==> config.mk <==
export PLATFORM = sky130hd
export DESIGN_NAME = utic_irq_ctrl
export DESIGN_NICKNAME = d
export VERILOG_FILES = /design/src/verilog/utic_pkg.sv /design/src/verilog/utic_phase_div.sv /design/src/verilog/utic_irq_ctrl.sv
export VERILOG_INCLUDE_DIRS = /design/src /design/src/verilog
export SDC_FILE = /design/constraint.sdc
export NUM_CORES = 1
export LEC_CHECK = 0
export ABC_AREA = 1
export BUFFER_PORTS_ARGS = -buffer_cell sky130_fd_sc_hd__buf_2
export CAP_MARGIN = 20
export CORE_ASPECT_RATIO = 1.5
export CORE_MARGIN = 2
export CORE_UTILIZATION = 42
export CTS_CLUSTER_DIAMETER = 80
export CTS_CLUSTER_SIZE = 20
export DETAILED_ROUTE_END_ITERATION = 7
export PLACE_DENSITY = 0.9
export SYNTH_ARGS = -nofsm -noshare
export SYNTH_HDL_FRONTEND = slang
export SYNTH_SLANG_ARGS = --single-unit
==> constraint.sdc <==
create_clock -name clk -period 1.5 [get_ports clk]
set_input_delay 0.225 -clock clk [delete_from_list [all_inputs] [get_ports clk]]
set_output_delay 0.225 -clock clk [all_outputs]
set_load 0.005 [all_outputs]
==> src/verilog/utic_cfg.svh <==
`ifndef UTIC_CFG_SVH
`define UTIC_CFG_SVH
// Register address in data memory
`define UTIC_IRQ_CTRL_ADDR 8'h0B
// Field positions of irq_control_reg
`define UTIC_BIT_GIE 0
`define UTIC_BIT_UIE 1
`define UTIC_BIT_TIE 3
`define UTIC_BIT_UREQ 4
`define UTIC_BIT_TREQ 6
// Reset value of irq_control_reg
`define UTIC_IRQ_CTRL_RST 8'h00
// Field positions of usb_status_control
`define UTIC_USC_SUSPEND 0
`define UTIC_USC_BUSRST 2
`define UTIC_USC_RESUME 3
// Call vectors
`define UTIC_VEC_USB 11'h004
`define UTIC_VEC_TMR 11'h00C
// Phase-two divider count (core clock is four phases)
`define UTIC_PHASE_DIV 4
`endif

==> src/verilog/utic_pkg.sv <==
package utic_pkg;
    typedef enum logic [1:0] {UTIC_SRC_NONE, UTIC_SRC_USB, UTIC_SRC_TMR} utic_src_t;
endpackage

==> src/verilog/utic_phase_div.sv <==
`timescale 1ns/1ps
`include "utic_cfg.svh"
// ==========================================================
// Phase-two pulse divider
module utic_phase_div #(
    parameter int DIV = `UTIC_PHASE_DIV
) (
    input wire logic clk,
    input wire logic arst_n,
    output logic phase_two_pulse
);
    localparam int CW = (DIV > 1) ? $clog2(DIV) : 1;
    initial begin
        if (DIV < 2) $error("DIV must be at least 2");
    end
    logic [CW-1:0] cnt_q;
    wire last_w = (cnt_q == CW'(DIV - 1));
    // Free-running count, one pulse per core cycle
    always_ff @(posedge clk or negedge arst_n) begin
        if (!arst_n) begin
            cnt_q <= '0;
        end else begin
            cnt_q <= last_w ? '0 : cnt_q + CW'(1);
        end
    end
    assign phase_two_pulse = last_w;
endmodule // utic_phase_div

==> src/verilog/utic_irq_ctrl.sv <==
`timescale 1ns/1ps
`include "utic_cfg.svh"
// Contract
// RULE1 - Any USB event sets the USB request flag at bit 4
// RULE2 - Flag, source enable and free stack force a call to 04H
// RULE3 - USB entry clears its flag and the global enable together
// RULE4 - Host FIFO access sets its access bit and USB request; firmware clears
// RULE5 - Suspend from host sets status bit 0 and USB request
// RULE6 - Resume from host sets status bit 3 and USB request
// RULE7 - Bus reset sets bus reset flag and USB request; firmware clears
// RULE8 - Timer overflow sets the timer request flag at bit 6
// RULE9 - Timer request enabled with stack room calls 0CH, clearing flag and global
// RULE10 - Inside service, acknowledges wait for return-enable or software re-enable
// RULE11 - Return-enable sets global enable; plain return leaves it
// RULE12 - Requests are serviced on the next phase-two edge
// RULE13 - USB request wins over timer request
// RULE14 - Service needs global and source enable; otherwise only recorded
// RULE15 - Request flags hold until serviced or cleared by a write
// RULE16 - Control register sits at data address 0BH
// RULE17 - Firmware should avoid calls inside service routines
// RULE18 - Global enable bit 0, USB enable bit 1, timer enable bit 3
// RULE19 - Full stack blocks acknowledge until the pointer drops
// RULE20 - Only the program counter is pushed on vectoring
// RULE21 - Hardware set beats a simultaneous software clear
module utic_irq_ctrl
    import utic_pkg::*;
#(
    parameter int FIFOS = 2,
    parameter int ADDR_W = 8,
    parameter int PC_W = 11
) (
    input wire logic clk,
    input wire logic arst_n,
    // Data memory port of the core
    input wire logic [ADDR_W-1:0] mem_addr,
    input wire logic mem_wr,
    input wire logic [7:0] mem_wdata,
    output logic [7:0] irq_ctrl_rdata,
    output logic irq_ctrl_sel,
    // Firmware clears of USB status bits (one pulse per bit)
    input wire logic [FIFOS-1:0] fifo_flag_clr,
    input wire logic bus_reset_clr,
    input wire logic suspend_clr,
    input wire logic resume_clr,
    // USB engine events
    input wire logic [FIFOS-1:0] fifo_access,
    input wire logic usb_suspend,
    input wire logic usb_resume,
    input wire logic usb_bus_reset,
    // Timer
    input wire logic timer_overflow,
    // Core side
    input wire logic stack_full,
    input wire logic ret_enable_exec,
    input wire logic [PC_W-1:0] pc_cur,
    output logic irq_call,
    output logic [PC_W-1:0] irq_vector,
    output logic [PC_W-1:0] push_pc,
    output logic [FIFOS-1:0] fifo_access_flags,
    output logic [3:0] usb_status_control
);
    initial begin
        if (FIFOS < 1 || FIFOS > 8) $error("FIFOS out of range");
        if (PC_W < 4) $error("PC_W too small");
    end

    // ==========================================================
    // Phase-two timing
    logic phase_two_pulse;
    utic_phase_div #(.DIV(`UTIC_PHASE_DIV)) u_div (
        .clk(clk),
        .arst_n(arst_n),
        .phase_two_pulse(phase_two_pulse)
    );

    // ==========================================================
    // Register decode
    logic gie_q, uie_q, tie_q, ureq_q, treq_q;
    logic [FIFOS-1:0] fifo_q;
    logic susp_q, res_q, brst_q;
    wire ctrl_hit_w = (mem_addr == ADDR_W'(`UTIC_IRQ_CTRL_ADDR)); // RULE16
    wire ctrl_wr_w = ctrl_hit_w && mem_wr;
    wire usb_event_w = (|fifo_access) || usb_suspend || usb_resume || usb_bus_reset; // RULE1

    // ==========================================================
    // Arbitration
    wire usb_rdy_w = ureq_q && uie_q && gie_q; // RULE14
    wire tmr_rdy_w = treq_q && tie_q && gie_q; // RULE14
    wire ack_w = phase_two_pulse && !stack_full && (usb_rdy_w || tmr_rdy_w); // RULE12 RULE19 RULE10
    utic_src_t src_w;
    assign src_w = !ack_w ? UTIC_SRC_NONE : (usb_rdy_w ? UTIC_SRC_USB : UTIC_SRC_TMR); // RULE13
    wire take_usb_w = (src_w == UTIC_SRC_USB);
    wire take_tmr_w = (src_w == UTIC_SRC_TMR);

    // Next state; an event set of a request flag wins over any clear, but entry clear of global wins over return-enable
    logic gie_d, uie_d, tie_d, ureq_d, treq_d;
    assign uie_d = ctrl_wr_w ? mem_wdata[`UTIC_BIT_UIE] : uie_q; // RULE18
    assign tie_d = ctrl_wr_w ? mem_wdata[`UTIC_BIT_TIE] : tie_q; // RULE18
    // Entry clears global; return-enable sets it
    assign gie_d = (src_w != UTIC_SRC_NONE) ? 1'b0 :
                   ret_enable_exec ? 1'b1 :
                   ctrl_wr_w ? mem_wdata[`UTIC_BIT_GIE] : gie_q; // RULE3 RULE9 RULE11
    assign ureq_d = usb_event_w ? 1'b1 :
                    take_usb_w ? 1'b0 :
                    ctrl_wr_w ? mem_wdata[`UTIC_BIT_UREQ] : ureq_q; // RULE21 RULE3 RULE15
    assign treq_d = timer_overflow ? 1'b1 :
                    take_tmr_w ? 1'b0 :
                    ctrl_wr_w ? mem_wdata[`UTIC_BIT_TREQ] : treq_q; // RULE8 RULE9 RULE15

    // Control register flops
    always_ff @(posedge clk or negedge arst_n) begin
        if (!arst_n) begin
            {treq_q, ureq_q, tie_q, uie_q, gie_q} <= 5'h00;
        end else begin
            {treq_q, ureq_q, tie_q, uie_q, gie_q} <= {treq_d, ureq_d, tie_d, uie_d, gie_d};
        end
    end

    // USB status bits: sticky until firmware clears; set wins
    wire [FIFOS-1:0] fifo_d = fifo_access | (fifo_q & ~fifo_flag_clr); // RULE4 RULE21
    always_ff @(posedge clk or negedge arst_n) begin
        if (!arst_n) begin
            fifo_q <= '0;
            susp_q <= 1'b0;
            res_q <= 1'b0;
            brst_q <= 1'b0;
        end else begin
            fifo_q <= fifo_d;
            susp_q <= usb_suspend | (susp_q & ~suspend_clr); // RULE5
            res_q <= usb_resume | (res_q & ~resume_clr); // RULE6
            brst_q <= usb_bus_reset | (brst_q & ~bus_reset_clr); // RULE7
        end
    end

    // ==========================================================
    // Call request to core; only PC is pushed, status is not saved
    always_ff @(posedge clk or negedge arst_n) begin
        if (!arst_n) begin
            irq_call <= 1'b0;
            irq_vector <= '0;
            push_pc <= '0;
        end else begin
            irq_call <= ack_w;
            if (ack_w) begin
                irq_vector <= take_usb_w ? PC_W'(`UTIC_VEC_USB) : PC_W'(`UTIC_VEC_TMR); // RULE2 RULE9
                push_pc <= pc_cur; // RULE20
            end
        end
    end

    // Readback: unused bits read zero
    assign irq_ctrl_sel = ctrl_hit_w;
    always_comb begin
        irq_ctrl_rdata = `UTIC_IRQ_CTRL_RST;
        irq_ctrl_rdata[`UTIC_BIT_GIE] = gie_q;
        irq_ctrl_rdata[`UTIC_BIT_UIE] = uie_q;
        irq_ctrl_rdata[`UTIC_BIT_TIE] = tie_q;
        irq_ctrl_rdata[`UTIC_BIT_UREQ] = ureq_q;
        irq_ctrl_rdata[`UTIC_BIT_TREQ] = treq_q;
    end
    assign fifo_access_flags = fifo_q;
    always_comb begin
        usb_status_control = 4'h0;
        usb_status_control[`UTIC_USC_SUSPEND] = susp_q;
        usb_status_control[`UTIC_USC_BUSRST] = brst_q;
        usb_status_control[`UTIC_USC_RESUME] = res_q;
    end

    // ==========================================================
    // Checks

    // Cycles since the last phase pulse; a stalled divider would starve service
    logic [7:0] gap_q;
    always_ff @(posedge clk or negedge arst_n) begin
        if (!arst_n) begin
            gap_q <= 8'h00;
        end else begin
            gap_q <= phase_two_pulse ? 8'h00 : gap_q + 8'h01;
        end
    end

    // Event capture into the request flags, and flag hold
    a_usb_sets_flag: assert property (@(posedge clk) disable iff (!arst_n) // RULE1
        usb_event_w |=> ureq_q)
        else $error("usb event lost");
    a_tmr_sets_flag: assert property (@(posedge clk) disable iff (!arst_n) // RULE8
        timer_overflow |=> treq_q)
        else $error("timer event lost");
    a_set_beats_write: assert property (@(posedge clk) disable iff (!arst_n) // RULE21
        ctrl_wr_w && usb_event_w |=> ureq_q)
        else $error("usb event lost to write");
    a_usb_flag_hold: assert property (@(posedge clk) disable iff (!arst_n) // RULE15
        ureq_q && !take_usb_w && !ctrl_wr_w |=> ureq_q)
        else $error("usb flag dropped");
    a_tmr_flag_hold: assert property (@(posedge clk) disable iff (!arst_n) // RULE15
        treq_q && !take_tmr_w && !ctrl_wr_w |=> treq_q)
        else $error("timer flag dropped");

    // Vectoring and entry side effects
    a_usb_vector: assert property (@(posedge clk) disable iff (!arst_n) // RULE2
        take_usb_w |=> irq_call && irq_vector == PC_W'(`UTIC_VEC_USB) && !gie_q)
        else $error("usb vector");
    a_tmr_vector: assert property (@(posedge clk) disable iff (!arst_n) // RULE9
        take_tmr_w |=> irq_call && irq_vector == PC_W'(`UTIC_VEC_TMR) && !gie_q)
        else $error("tmr vector");
    a_entry_clears: assert property (@(posedge clk) disable iff (!arst_n) // RULE3
        take_usb_w && !usb_event_w |=> !ureq_q && !gie_q)
        else $error("entry clear");
    a_tmr_entry_clears: assert property (@(posedge clk) disable iff (!arst_n) // RULE9
        take_tmr_w && !timer_overflow |=> !treq_q && !gie_q)
        else $error("timer entry clear");
    a_push_pc: assert property (@(posedge clk) disable iff (!arst_n) // RULE20
        ack_w |=> push_pc == $past(pc_cur))
        else $error("pushed pc");
    a_vector_hold: assert property (@(posedge clk) disable iff (!arst_n) // RULE2
        !ack_w |=> $stable(irq_vector))
        else $error("vector moved");

    // Arbitration, gating and timing
    a_priority_usb: assert property (@(posedge clk) disable iff (!arst_n) // RULE13
        ack_w && usb_rdy_w |-> take_usb_w)
        else $error("priority");
    a_both_usb_first: assert property (@(posedge clk) disable iff (!arst_n) // RULE13
        ack_w && usb_rdy_w && tmr_rdy_w && !ctrl_wr_w |=> irq_vector == PC_W'(`UTIC_VEC_USB) && treq_q)
        else $error("timer not left pending");
    a_full_blocks: assert property (@(posedge clk) disable iff (!arst_n) // RULE19
        stack_full |=> !irq_call)
        else $error("ack on full stack");
    a_gate_enable: assert property (@(posedge clk) disable iff (!arst_n) // RULE14
        irq_call |-> $past(gie_q))
        else $error("ack while disabled");
    a_usb_gate: assert property (@(posedge clk) disable iff (!arst_n) // RULE14
        irq_call && irq_vector == PC_W'(`UTIC_VEC_USB) |-> $past(uie_q))
        else $error("usb ack while masked");
    a_tmr_gate: assert property (@(posedge clk) disable iff (!arst_n) // RULE14
        irq_call && irq_vector == PC_W'(`UTIC_VEC_TMR) |-> $past(tie_q))
        else $error("timer ack while masked");
    a_phase_ack: assert property (@(posedge clk) disable iff (!arst_n) // RULE12
        irq_call |-> $past(phase_two_pulse))
        else $error("off-phase ack");
    a_pending_ack: assert property (@(posedge clk) disable iff (!arst_n) // RULE12
        phase_two_pulse && !stack_full && (usb_rdy_w || tmr_rdy_w) |=> irq_call)
        else $error("enabled request not serviced");
    a_call_single: assert property (@(posedge clk) disable iff (!arst_n) // RULE12
        irq_call |=> !irq_call)
        else $error("call wider than one cycle");
    a_phase_gap: assert property (@(posedge clk) disable iff (!arst_n) // RULE12
        gap_q < 8'(`UTIC_PHASE_DIV))
        else $error("phase pulse missing");

    // Enable handling and readback
    a_return_enable_irq_sets: assert property (@(posedge clk) disable iff (!arst_n) // RULE11
        ret_enable_exec && !ack_w |=> gie_q)
        else $error("return-enable");
    a_plain_hold: assert property (@(posedge clk) disable iff (!arst_n) // RULE11
        !ret_enable_exec && !ack_w && !ctrl_wr_w |=> gie_q == $past(gie_q))
        else $error("global enable moved");
    a_write_enables: assert property (@(posedge clk) disable iff (!arst_n) // RULE18
        ctrl_wr_w |=> uie_q == $past(mem_wdata[`UTIC_BIT_UIE]) && tie_q == $past(mem_wdata[`UTIC_BIT_TIE]))
        else $error("source enable write");
    a_rdata_unused: assert property (@(posedge clk) disable iff (!arst_n) // RULE16
        (irq_ctrl_rdata & 8'hA4) == 8'h00)
        else $error("unused bits read nonzero");

    // USB status bits
    a_fifo_sticky: assert property (@(posedge clk) disable iff (!arst_n) // RULE4
        fifo_q[0] && !fifo_flag_clr[0] |=> fifo_q[0])
        else $error("fifo flag dropped");
    a_fifo_set: assert property (@(posedge clk) disable iff (!arst_n) // RULE4
        |fifo_access |=> (fifo_access_flags & $past(fifo_access)) == $past(fifo_access))
        else $error("fifo flag not set");
    a_fifo_clear: assert property (@(posedge clk) disable iff (!arst_n) // RULE4
        fifo_q[0] && fifo_flag_clr[0] && !fifo_access[0] |=> !fifo_access_flags[0])
        else $error("fifo flag not cleared");
    a_busrst_flag: assert property (@(posedge clk) disable iff (!arst_n) // RULE7
        usb_bus_reset |=> usb_status_control[`UTIC_USC_BUSRST])
        else $error("bus reset flag");
    a_busrst_sticky: assert property (@(posedge clk) disable iff (!arst_n) // RULE7
        brst_q && !bus_reset_clr |=> usb_status_control[`UTIC_USC_BUSRST])
        else $error("bus reset flag dropped");
    a_susp_flag: assert property (@(posedge clk) disable iff (!arst_n) // RULE5
        usb_suspend |=> usb_status_control[`UTIC_USC_SUSPEND])
        else $error("suspend flag");
    a_resume_flag: assert property (@(posedge clk) disable iff (!arst_n) // RULE6
        usb_resume |=> usb_status_control[`UTIC_USC_RESUME])
        else $error("resume flag");

    // Main scenarios
    c_usb_call: cover property (@(posedge clk) take_usb_w);
    c_tmr_call: cover property (@(posedge clk) take_tmr_w);
    c_both_pending: cover property (@(posedge clk) ack_w && usb_rdy_w && tmr_rdy_w);
    c_full_hold: cover property (@(posedge clk) phase_two_pulse && stack_full && usb_rdy_w);
    c_return_enable_irq_reenable: cover property (@(posedge clk) ret_enable_exec ##1 gie_q);
endmodule // utic_irq_ctrl

Word-level counts from Yosys, hierarchy flattened:

Cells that the tools add are included.

* bitwise operators: 12
* reductions and logical operators: 17
* equal/unequal tests: 4
* add/sub/neg operators: 1
* mux-type cells: 13

Operators by type and width (count)
* $mux W1: 9
* $reduce_bool A3 Y1: 3
* $eq A8 B4 Y1 const B: 1
* $logic_and A1 B1 Y1: 7
* $mux W2: 3
* $eq A2 B2 Y1 const B: 2
* $logic_or A1 B1 Y1: 4
* $mux W4: 1
* $and A1 B1 Y1: 3
* $not A1 Y1: 3
* $or A1 B1 Y1: 3
* $add A2 B1 Y2 const B: 1
* $and A2 B2 Y2: 1
* $eq A2 B1 Y1 const B: 1
* $not A2 Y2: 1
* $or A2 B2 Y2: 1
* $reduce_bool A2 Y1: 1
* $reduce_or A2 Y1: 1
* $logic_not A1 Y1: 1

* word-level logic and storage cells: 60
* register bits after elaboration: 35
* output and inout port bits: 38
* input port bits: 43

Depth between registers and ports, before layout:

Gate-level depths: netlist (run 1).

* depth in word-level cells: 8
* depth in mapped cells: 8
* gate-level depth less buffers: 8

Hierarchy:

A second synthesis (run 1) with hierarchy kept.

* cell total of the unflattened synthesis: 155
* area total of the unflattened synthesis: 1367.6 um^2

By module, submodules not included
* utic_irq_ctrl: cells an instance 151, seq. area each 600.6 um^2, area each 1301.2 um^2, instances 1
* utic_phase_div: cells an instance 4, seq. area each 50.0 um^2, area each 66.3 um^2, instances 1

Least setup slack after synthesis (run 1):

OpenSTA, ideal clock, no wires.

* kind: reg2reg
* start: register u_div.cnt_q[0]
* end: register push_pc[0]
* setup slack: 0.310 ns
* required time: 1.384 ns
* stages on the path, launching flop included: 9
* data arrival time: 1.074 ns
* setup time: 0.116 ns
* period minus slack after synthesis: 1.190 ns
* path buffers: 1
* cell sequence: dfrtp_1 ha_1 nand2_1 inv_1 nand2_4 clkinv_2 buf_6 nand2_1 nand2_1

* cells in the longest elaborated chain, start to end: 3

RTL lines
* from (decl): RTL line utic_phase_div.sv:16 `logic [CW-1:0] cnt_q;`
* from (signal assigned): RTL line utic_phase_div.sv:23 `cnt_q <= last_w ? '0 : cnt_q + CW'(1);`
* $eq A2 B2 Y1: RTL line utic_phase_div.sv:17 `wire last_w = (cnt_q == CW'(DIV - 1));`
* $logic_and A1 B1 Y1 (2 in series): RTL line utic_irq_ctrl.sv:89 `wire ack_w = phase_two_pulse && !stack_full && (usb_rdy_w || tmr_rdy_w);`
* named net ack_w: RTL line utic_irq_ctrl.sv:89
* to (signal assigned): RTL line utic_irq_ctrl.sv:146 `push_pc <= pc_cur;`
* to (decl): RTL line utic_irq_ctrl.sv:58 `output logic [PC_W-1:0] push_pc,`

The timed path passes the listed nets, and every way through them passes these cells.
A chain may end at the register's enable or synchronous reset.

Worst setup path after layout (run 1):

* start: register u_div.cnt_q[0]
* end: register irq_vector[2]

* cells in the longest elaborated chain, start to end: 3

RTL lines
* $eq A2 B2 Y1: RTL line utic_phase_div.sv:17
* $logic_and A1 B1 Y1 (2 in series): RTL line utic_irq_ctrl.sv:89
* to (signal assigned): RTL line utic_irq_ctrl.sv:145 `` irq_vector <= take_usb_w ? PC_W'(`UTIC_VEC_USB) : PC_W'(`UTIC_VEC_TMR); ``
* to (decl): RTL line utic_irq_ctrl.sv:57 `output logic [PC_W-1:0] irq_vector,`

Every way passes these cells.

==> results.md, run 1 <==
* Final min period at ~1.3 ns
* CP endpoint kind: flip-flop
* Post-CTS sizing at 0
* Setup tns final at 0 ns
* Chip Height at around 72 µm
* Skew-Pair Late Insertion Delay at 0.26 ns
* Synth warnings at 0
* Setup CP Type: reg2reg
* Mux contribution to synthesized area at 0%
* Pins Over Slew Limit at 0
* Dpl cells at 248
* DP HPWL at a little under 2 mm
* Share of layout cells above drive strength 1 at 34.6%
* R2R Path End: irq_vector[2]
* Vias in the first global route at 1032
* Outcome: completed
* Most common cell after layout, fill and taps aside: buf_2
* CTS Buf Count at 3
* Root Driver: clkbuf_8
* CP top delay family: simple AND/OR/NAND/NOR gates
* Distinct cells, synth at 19
* Final Hold Fails at 0
* Fmax at 0.741 GHz
* Reg2Reg Setup Slack at about 0.15 ns
* Largest net degree at the start of global routing at 27
* Most frequent cells in the layout: buf_2 (64), nand2_1 (54), dfrtp_1 (26)
* RSZ-0062 raised after global routing: no
* DRC Markers at 0
* CTS tree: done
* Final std cells w/o fill at 253
* Antenna-violating nets left at 0
* Final Cycle Share at 90.0%
* Clock-pin slew on the worst setup and hold paths at 0.09 ns
* CP Launch Type: flip-flop
* Max H-tree Level at 1
* Clock skew at 0.00258 ns
* Relative slew margins at 62.5%
* CP required at between 1.5 and 2 ns
* Area Overhead vs Synth at 24.1%
* Drt initial violations at 22
* GRT overflow at 0
* Die ar. at 3530 µm²
* Slowest stage delay, CP at 0.39 ns
* Num rows at 24
* Final wirelength at roughly 2.5 mm
* Worst r2r path cells at 6
* Antenna Cells at 0
* Measured slew at the worst slew-check pin at ~0.56 ns
* Largest family of logic cells by synthesized area: simple AND/OR/NAND/NOR gates
* CTS max path bufs at 2
* Clk sinks at 26
* Worst R2R Start: u_div.cnt_q[0]
* Adder-Cell Fraction of Synth Area at less than 1%
* Top-Level Pins at 81
* Pleak at 1.03 nW
* Hold Path Depth at 2
* Core area at 2910 µm²
* GRT Util Overall at 15.0%
* I/O Buffers at 64
* Critical path arrival at 1.50 ns
* Post-Synth Simple-Gate Area at about a quarter
* Fin nets at 259
* Compound-gate portion of the synthesized area at 2.73%
* Via count at 1080
* Worst hold slack at 0.142 ns
* Die W at 49.2 µm
* Synth Area in XOR/XNOR at 0%
* Vias/cell at approximately 4.3
* Worst Min Path Start: bus_reset_clr
* Crit path buf inv count at 2
* Initial Util at 44.1%
* Routability cong. at 0.713
* Post-Syn Instances at 155
* Syn_area_per_cell at 8.29 µm²
* Final setup viols at 0
* DR pass1 iterations at 4
* Yosys reg bits at 26
* DR WL/cell at 9.73 µm
* Hold Path Class: in2reg
* Worst-path fanout max at 13
* Slowest-stage cell, CP: dfrtp_1
* Max-cap check violation count at 0
* Initial antenna violation count at 0
* Crit path cell chain: ha_1 -> nand2_1 -> inv_1 -> nand2_4 -> clkinv_2 -> or2_1
* Hold endpoint: brst_q
* First-pass GRT wire length at 4.19 mm
* Power density over the cells at 881 nW/µm²
* Register area share after synthesis at between 50% and 60%
* Worst ir drop on vdd at 0.754 mV
* Synth Cell Area at 1280 µm²
per-layer routing:
metal	up-vias	global-route usage [%]	routed length (µm)
met2	43	29.0	1310
met4	0	4.76	15
met1	483	15.8	957
met3	2	3.33	178
met5	-	0	0
li1	552	-	-
kinds of logic after synthesis:
kind of cell | after synthesis
adder cells (fa/ha/maj) | 1
AND/OR/NAND/NOR | 75
buffers and inverters | 45
flip-flops | 26
other | 1
AO/OA/AOI/OAI | 7
synth_stat cells (all sizes together):
cell    number  share of area (%)
inv         21                6.1
nor2         5                1.5
conb         1               0.29
o21ai        7                2.7
buf         23                 14
clkinv       1               0.39
nor4         1               0.49
nand3        7                3.1
nand4        3                1.5
or2          3                1.5
dfrtp       26                 51
nand2       56                 17
ha           1               0.97
power breakdown:
part	leakage (nW)	internal, mW	switching [mW]
Clock	0.0288	0.234	0.207
Sequential	0.329	0.748	0.0256
Combinational	0.668	0.0975	0.0942
how the worst max path moves through the flow:
stage / from / to / slack, ns / cells after the start
2_1_floorplan: u_div.cnt_q[0] / push_pc[0] / 0.31 / 8
3_3_place_gp: u_div.cnt_q[0] / irq_vector[2] / 0.19 / 6
3_5_place_dp: u_div.cnt_q[0] / irq_vector[2] / 0.13 / 6
4_1_cts: u_div.cnt_q[0] / irq_vector[2] / 0.11 / 6
5_1_grt: u_div.cnt_q[0] / irq_vector[2] / 0.003 / 6
6_report: u_div.cnt_q[0] / irq_vector[2] / 0.15 / 6
through the flow:
stage | setup WS [ns] | total power [mW] | util, % | instance area (µm²)
5_1_grt | 0.00330 | 1.49 | 54.8 | 1600
3_5_place_dp | 0.130 | 0.979 | 52.5 | 1530
4_1_cts | 0.115 | 1.42 | 54.8 | 1600
3_3_place_gp | 0.187 | 0.972 | 52.5 | 1530
2_1_floorplan | 0.310 | 0.902 | - | 1330
6_report | 0.150 | 1.41 | 54.8 | 1600
registers in the layout, summed over array words and instances (netlist names):
| register | flops |
|---|---|
| susp_q | 1 |
| push_pc | 11 |
| uie_q | 1 |
| irq_vector | 2 |
| brst_q | 1 |
| irq_call | 1 |
| fifo_access_flags | 2 |
| u_div.cnt_q | 2 |
| ureq_q | 1 |
| res_q | 1 |
| treq_q | 1 |
| tie_q | 1 |
| gie_q | 1 |
cell type report:
cell class / count / area [µm²]
repair buffers: 66 / 338
multi-input cells: 96 / 419
fillers: 293 / 1320
well taps: 39 / 48.8
flip-flops and latches: 26 / 651
clock buffers: 4 / 55.1
inverters: 22 / 83.8
repair_timing:
item | 4_1_cts | 5_1_grt
endpoints found under the hold margin | 26 | 0
setup buffers | 0 | 0
hold buffers | 1 | 0
Power figures use the tool's default switching activity.
==> run 2, diff against run 1 <==
--- a/config.mk
+++ b/config.mk
@@ -7,15 +7,15 @@
 export NUM_CORES = 1
 export LEC_CHECK = 0
 export ABC_AREA = 1
-export BUFFER_PORTS_ARGS = -buffer_cell sky130_fd_sc_hd__buf_2
 export CAP_MARGIN = 20
 export CORE_ASPECT_RATIO = 1.5
 export CORE_MARGIN = 2
-export CORE_UTILIZATION = 42
+export CORE_UTILIZATION = 61
 export CTS_CLUSTER_DIAMETER = 80
 export CTS_CLUSTER_SIZE = 20
 export DETAILED_ROUTE_END_ITERATION = 7
-export PLACE_DENSITY = 0.9
+export DONT_BUFFER_PORTS = 1
+export PLACE_DENSITY = 0.88
 export SYNTH_ARGS = -nofsm -noshare
 export SYNTH_HDL_FRONTEND = slang
 export SYNTH_SLANG_ARGS = --single-unit
==> results.md, run 2 (synthesis results as in run 1) <==
* Outcome: completed (unchanged)
* Storage cell area at 651 µm² (unchanged)
* Clock-pin slew on the worst setup and hold paths at 0.13 ns (was 0.09 ns)
* Skew-Pair Late Insertion Delay at 0.32 ns (was 0.26 ns)
* GRT overflow at 0 (unchanged)
* Most frequent cells in the layout: nand2_1 (54), dfrtp_1 (26), inv_1 (21) (was buf_2 (64), nand2_1 (54), dfrtp_1 (26))
* Most common cell after layout, fill and taps aside: nand2_1 (was buf_2)
* Area Overhead vs Synth at -0.195% (was 24.1%)
* Met2 usage at 38.2% (was 29.0%)
* Worst-path fanout max at 14 (was 13)
* Hold endpoint: push_pc[3] (was brst_q)
* Setup bufs post-CTS at 0 (unchanged)
* DR WL/cell at 12.9 µm (was 9.73 µm)
* DP HPWL at 1.77 mm (was 1.96 mm)
* CP endpoint kind: flip-flop (unchanged)
* CP required at 1.77 ns (was 1.65 ns)
* Largest net degree at the start of global routing at 27 (unchanged)
* Core area at 2000 µm² (was 2910 µm²)
* Sw power at 0.295 mW (was 0.326 mW)
* Final std cells w/o fill at 176 (was 253)
* Final Cycle Share at 86.4% (was 90.0%)
* Via count at 877 (was 1080)
* Hold Path Depth at 2 (unchanged)
* Hold Path Class: in2reg (unchanged)
* Drt initial violations at 15 (was 22)
* Setup CP Type: reg2reg (unchanged)
* Initial antenna violation count at 0 (unchanged)
* DRC Markers at 0 (unchanged)
* GR Layer Usage met3 at 3.32% (was 3.33%)
* GR peak layer: met2 (unchanged)
* Dpl cells at 167 (was 248)
* Worst R2R Start: u_div.cnt_q[0] (unchanged)
* Worst ir drop on vdd at 0.672 mV (was 0.754 mV)
* Top-Level Pins at 81 (unchanged)
* Final min period at 1.30 ns (was 1.35 ns)
* Initial Util at 64.2% (was 44.1%)
* Multi-input gate area at 419 µm² (unchanged)
* Fmax at 0.771 GHz (was 0.741 GHz)
* Max-cap check violation count at 0 (unchanged)
* Worst hold slack at 0.00780 ns (was 0.142 ns)
* Switch share at 24.9% (was 23.2%)
* CP Launch Type: flip-flop (unchanged)
* R2R Path End: gie_q (was irq_vector[2])
* Power density over the cells at 922 nW/µm² (was 881 nW/µm²)
* Critical path arrival at 1.56 ns (was 1.50 ns)
* GR Util met1 at 18.1% (was 15.8%)
* Largest register FFs at 11 (unchanged)
* Root Driver: clkbuf_4 (was clkbuf_8)
* Pleak at 0.765 nW (was 1.03 nW)
* DR pass1 iterations at 4 (unchanged)
* Reg2Reg Setup Slack at 0.20 ns (was 0.15 ns)
* Sequential Power Share at 66.8% (was 55.0%)
* Worst Min Path Start: pc_cur[3] (was bus_reset_clr)
* GRT Util Overall at 19.4% (was 15.0%)
* RSZ-0062 raised after global routing: no (unchanged)
* CTS tree: done (unchanged)
* Antenna-violating nets left at 0 (unchanged)
* Antenna Cells at 0 (unchanged)
* CTS max path bufs at 2 (unchanged)
* Die W at 41.5 µm (was 49.2 µm)
* Clock skew at 0.00797 ns (was 0.00258 ns)
* I/O Buffers at 0 (was 64)
* Final Hold Fails at 0 (unchanged)
* Max H-tree Level at 1 (unchanged)
* Chip Height at 60.2 µm (was 71.7 µm)
* Setup crit start: u_div.cnt_q[0] (unchanged)
* Fin nets at 200 (was 259)
* Final wirelength at 2.27 mm (was 2.46 mm)
* Clk sinks at 26 (unchanged)
* Setup tns final at 0 ns (unchanged)
* Die ar. at 2500 µm² (was 3530 µm²)
* CTS Buf Count at 3 (unchanged)
* Pins Over Slew Limit at 0 (unchanged)
* Gate power share at 9.0% (was 13.6%)
* Filler cells at 166 (was 293)
* Internal power at 0.887 mW (was 1.08 mW)
* Routability cong. at 0.697 (was 0.713)
* First-pass GRT wire length at 3.62 mm (was 4.19 mm)
* Share of layout cells above drive strength 1 at 6.49% (was 34.6%)
* Biggest register: push_pc (unchanged)
* Vias in the first global route at 894 (was 1032)
* Num rows at 20 (was 24)
* Final setup viols at 0 (unchanged)
* Vias/cell at 4.98 (was 4.27)
* Clk pwr share at 24.2% (was 31.3%)
* Worst r2r path cells at 7 (was 6)
==> run 2: cell types whose count changed in the layout (fill, tap and decap cells not counted) <==
cell,previous run,this run
clkbuf_8,4,0
inv_4,0,1
clkbuf_4,0,3
buf_2,64,0
clkinv_2,1,0
dlygate4sd3_1,1,5
buf_12,0,1
==> run 2: cell type report <==
cell class / count / share of cell area (%)
multi-input combinational: 96 / 32.7
tap: 22 / 2.15
sequential: 26 / 50.7
clock buffer: 3 / 1.76
timing repair buffer: 7 / 6.05
inverter: 22 / 6.63
==> run 2: routing by layer <==
metal  part of all wire [%]  wire length, µm
met1                     35              791
met5                      0                0
met2                     56             1270
met3                    7.0              159
met4                    2.2               51
==> run 2: worst max-delay path by stage <==
| stage | end | slack [ns] | cells past startpoint |
|---|---|---|---|
| after floorplan | push_pc[0] | 0.31 | 8 |
| after global placement | irq_vector[2] | 0.20 | 6 |
| after detailed placement | irq_vector[2] | 0.15 | 6 |
| after CTS | irq_vector[2] | 0.12 | 6 |
| after global routing | gie_q | 0.04 | 7 |
| final | gie_q | 0.20 | 7 |
==> run 2: through the flow <==
stage / util, % / power (mW) / worst slack, ns / area (µm²)
2_1_floorplan: - / 0.902 / 0.310 / 1330
3_3_place_gp: 59.4 / 0.872 / 0.200 / 1190
3_5_place_dp: 59.4 / 0.880 / 0.150 / 1190
4_1_cts: 63.5 / 1.19 / 0.124 / 1270
5_1_grt: 64.1 / 1.24 / 0.0403 / 1280
6_report: 64.1 / 1.18 / 0.204 / 1280
==> run 2: power groups by stage <==
| stage | Sequential, mW | Clock [mW] | Combinational, mW |
|---|---|---|---|
| after CTS | 0.790 | 0.297 | 0.105 |
| after floorplan | 0.790 | 0 | 0.112 |
| after detailed placement | 0.804 | 0 | 0.0759 |
| after global placement | 0.802 | 0 | 0.0708 |
| after global routing | 0.794 | 0.317 | 0.126 |
| final | 0.789 | 0.287 | 0.106 |
==> run 2: worst max-delay path: stages, from the launching register on <==
cell     delay [ns]
dfrtp_1        0.41
ha_1           0.21
nand2_1        0.09
inv_1          0.07
nand2_4        0.08
buf_4          0.19
nand4_1        0.11
nand2_1        0.09
==> run 2: repair_timing <==
action | CTS | global route
endpoints found under the hold margin | 29 | 1
resized for setup | 0 | 1
setup endpoints to repair | 0 | 1
hold buffers | 5 | 1
==> run 3, diff against run 2 <==
--- a/config.mk
+++ b/config.mk
@@ -15,6 +15,7 @@
 export CTS_CLUSTER_SIZE = 20
 export DETAILED_ROUTE_END_ITERATION = 7
 export DONT_BUFFER_PORTS = 1
+export GPL_TIMING_DRIVEN = 0
 export PLACE_DENSITY = 0.88
 export SYNTH_ARGS = -nofsm -noshare
 export SYNTH_HDL_FRONTEND = slang
==> results.md, run 3 (synthesis results as in run 1) <==
* Outcome: completed (unchanged)
* Chip Height at 60.2 µm (unchanged)
* Critical path arrival at 1.56 ns (about the same)
* Power density over the cells at 928 nW/µm² (was 922 nW/µm²)
* Share of layout cells above drive strength 1 at 17.9% (was 6.49%)
* Final wirelength at 2.64 mm (was 2.27 mm)
* RSZ-0062 raised after global routing: no (unchanged)
* Max-cap check violation count at 0 (unchanged)
* Vias in the first global route at 1007 (was 894)
* Most common cell after layout, fill and taps aside: nand2_1 (unchanged)
* Initial antenna violation count at 0 (unchanged)
* Die ar. at 2500 µm² (unchanged)
* Root Driver: clkbuf_4 (unchanged)
* DR pass1 iterations at 4 (unchanged)
* Hold Path Class: in2reg (unchanged)
* CTS Buf Count at 3 (unchanged)
* Final min period at 1.33 ns (was 1.30 ns)
* First-pass GRT wire length at 4.15 mm (was 3.62 mm)
* Final Hold Fails at 0 (unchanged)
* Worst r2r path cells at 8 (was 7)
* Skew-Pair Late Insertion Delay at 0.32 ns (about the same)
* Biggest register: push_pc (unchanged)
* Final Cycle Share at 89.0% (was 86.4%)
* Fin nets at 229 (was 200)
* Initial Util at 64.2% (unchanged)
* GRT Util Overall at 22.6% (was 19.4%)
* Final std cells w/o fill at 206 (was 176)
* Routability cong. at 0.711 (was 0.697)
* Via count at 1017 (was 877)
* Antenna-violating nets left at 0 (unchanged)
* Clk sinks at 26 (unchanged)
* Largest register FFs at 11 (unchanged)
* GRT overflow at 0 (unchanged)
* CP required at 1.73 ns (was 1.77 ns)
* Clock-pin slew on the worst setup and hold paths at 0.14 ns (was 0.13 ns)
* Most frequent cells in the layout: nand2_1 (54), dfrtp_1 (26), buf_4 (22) (was nand2_1 (54), dfrtp_1 (26), inv_1 (21))
* Worst ir drop on vdd at 0.788 mV (was 0.672 mV)
* Final Cell Area at 1550 µm² (was 1280 µm²)
* Setup tns final at 0 ns (unchanged)
* Top-Level Pins at 81 (unchanged)
* Num rows at 20 (unchanged)
* Die W at 41.5 µm (unchanged)
* Drt initial violations at 19 (was 15)
* Setup bufs post-CTS at 0 (unchanged)
* DRC Markers at 0 (unchanged)
* Largest net degree at the start of global routing at 27 (unchanged)
* Setup CP Type: reg2reg (unchanged)
* Final setup viols at 0 (unchanged)
* Antenna Cells at 0 (unchanged)
* CTS tree: done (unchanged)
* Multi-input gate area at 419 µm² (unchanged)
* CP endpoint kind: flip-flop (unchanged)
* DP HPWL at 1.92 mm (was 1.77 mm)
* Area after DPL at 1360 µm² (was 1190 µm²)
* Hold Path Depth at 1 (was 2)
* Fmax at 0.749 GHz (was 0.771 GHz)
* Vias/cell at 4.94 (was 4.98)
* Pins Over Slew Limit at 0 (unchanged)
* Area Overhead vs Synth at 20.6% (was -0.195%)
* DR WL/cell at 12.8 µm (was 12.9 µm)
* Worst-path fanout max at 10 (was 14)
* Core area at 2000 µm² (unchanged)
* Dpl cells at 189 (was 167)
* Max H-tree Level at 1 (unchanged)
* Storage cell area at 651 µm² (unchanged)
* Clock skew at 0.00275 ns (was 0.00797 ns)
* Worst hold slack at 0.0123 ns (was 0.00780 ns)
* CTS max path bufs at 2 (unchanged)
* I/O Buffers at 0 (unchanged)
* CP Launch Type: flip-flop (unchanged)
* Pleak at 0.924 nW (was 0.765 nW)
* Filler cells at 143 (was 166)
run 3: changes by cell type in the layout (fill, tap and decap cells not counted):
cell           previous run  this run
inv_4                     1         0
buf_6                     0         1
clkinv_2                  0         1
dlygate4sd3_1             5        12
bufinv_16                 0         1
buf_4                     1        22
run 3: worst paths after layout:
path	endpoint	from	slack, ns
max in group asynchronous	ureq_q	arst_n	1.05
min in group asynchronous	push_pc[5]	arst_n	0.31
min reg2reg	u_div.cnt_q[0]	u_div.cnt_q[0]	0.45
max	push_pc[9]	u_div.cnt_q[0]	0.17
min	brst_q	bus_reset_clr	0.01
max reg2reg	push_pc[9]	u_div.cnt_q[0]	0.17
run 3: what timing repair did:
item | 4_1_cts | 5_1_grt
hold endpoints to repair | 36 | 1
gates resized for setup | 0 | 0
hold buffers | 12 | 1
run 3: final cells by class:
| cell class | instances | area share, % |
|---|---|---|
| Multi-Input combinational cell | 96 | 27.0 |
| Inverter | 22 | 5.41 |
| Clock buffer | 3 | 1.45 |
| Sequential cell | 26 | 42.0 |
| Buffer | 23 | 11.4 |
| Clock inverter | 1 | 1.94 |
| Tap cell | 22 | 1.78 |
| Timing Repair Buffer | 13 | 9.04 |
run 3: where the power goes:
part	total [mW]	internal (mW)	switching (mW)
logic	0.172	0.0940	0.0779
clock network	0.478	0.270	0.208
registers	0.788	0.748	0.0393
total	1.44	1.11	0.325
run 3: worst max-delay path, cell delays in order (launching register included):
cell      delay, ns
dfrtp_1        0.41
ha_1           0.21
nand2_1        0.10
inv_1          0.07
nand2_4        0.10
clkinv_2       0.08
buf_6          0.14
nand2_1        0.07
nand2_1        0.06
run 3: through the flow:
| stage | total power [mW] | worst slack, ns | utilization (%) |
|---|---|---|---|
| 2_1_floorplan | 0.902 | 0.310 | - |
| 3_3_place_gp | 0.917 | 0.242 | 67.8 |
| 3_5_place_dp | 0.927 | 0.201 | 67.8 |
| 4_1_cts | 1.44 | 0.181 | 76.9 |
| 5_1_grt | 1.50 | 0.0537 | 77.4 |
| 6_report | 1.44 | 0.166 | 77.4 |
run 3: metal layers:
| metal | up-vias | global-route usage, % | wire length [µm] |
|---|---|---|---|
| li1 | 492 | - | - |
| met4 | 0 | 17.5 | 116 |
| met3 | 11 | 3.93 | 161 |
| met5 | - | 0 | 0 |
| met2 | 44 | 42.6 | 1530 |
| met1 | 470 | 21.1 | 833 |
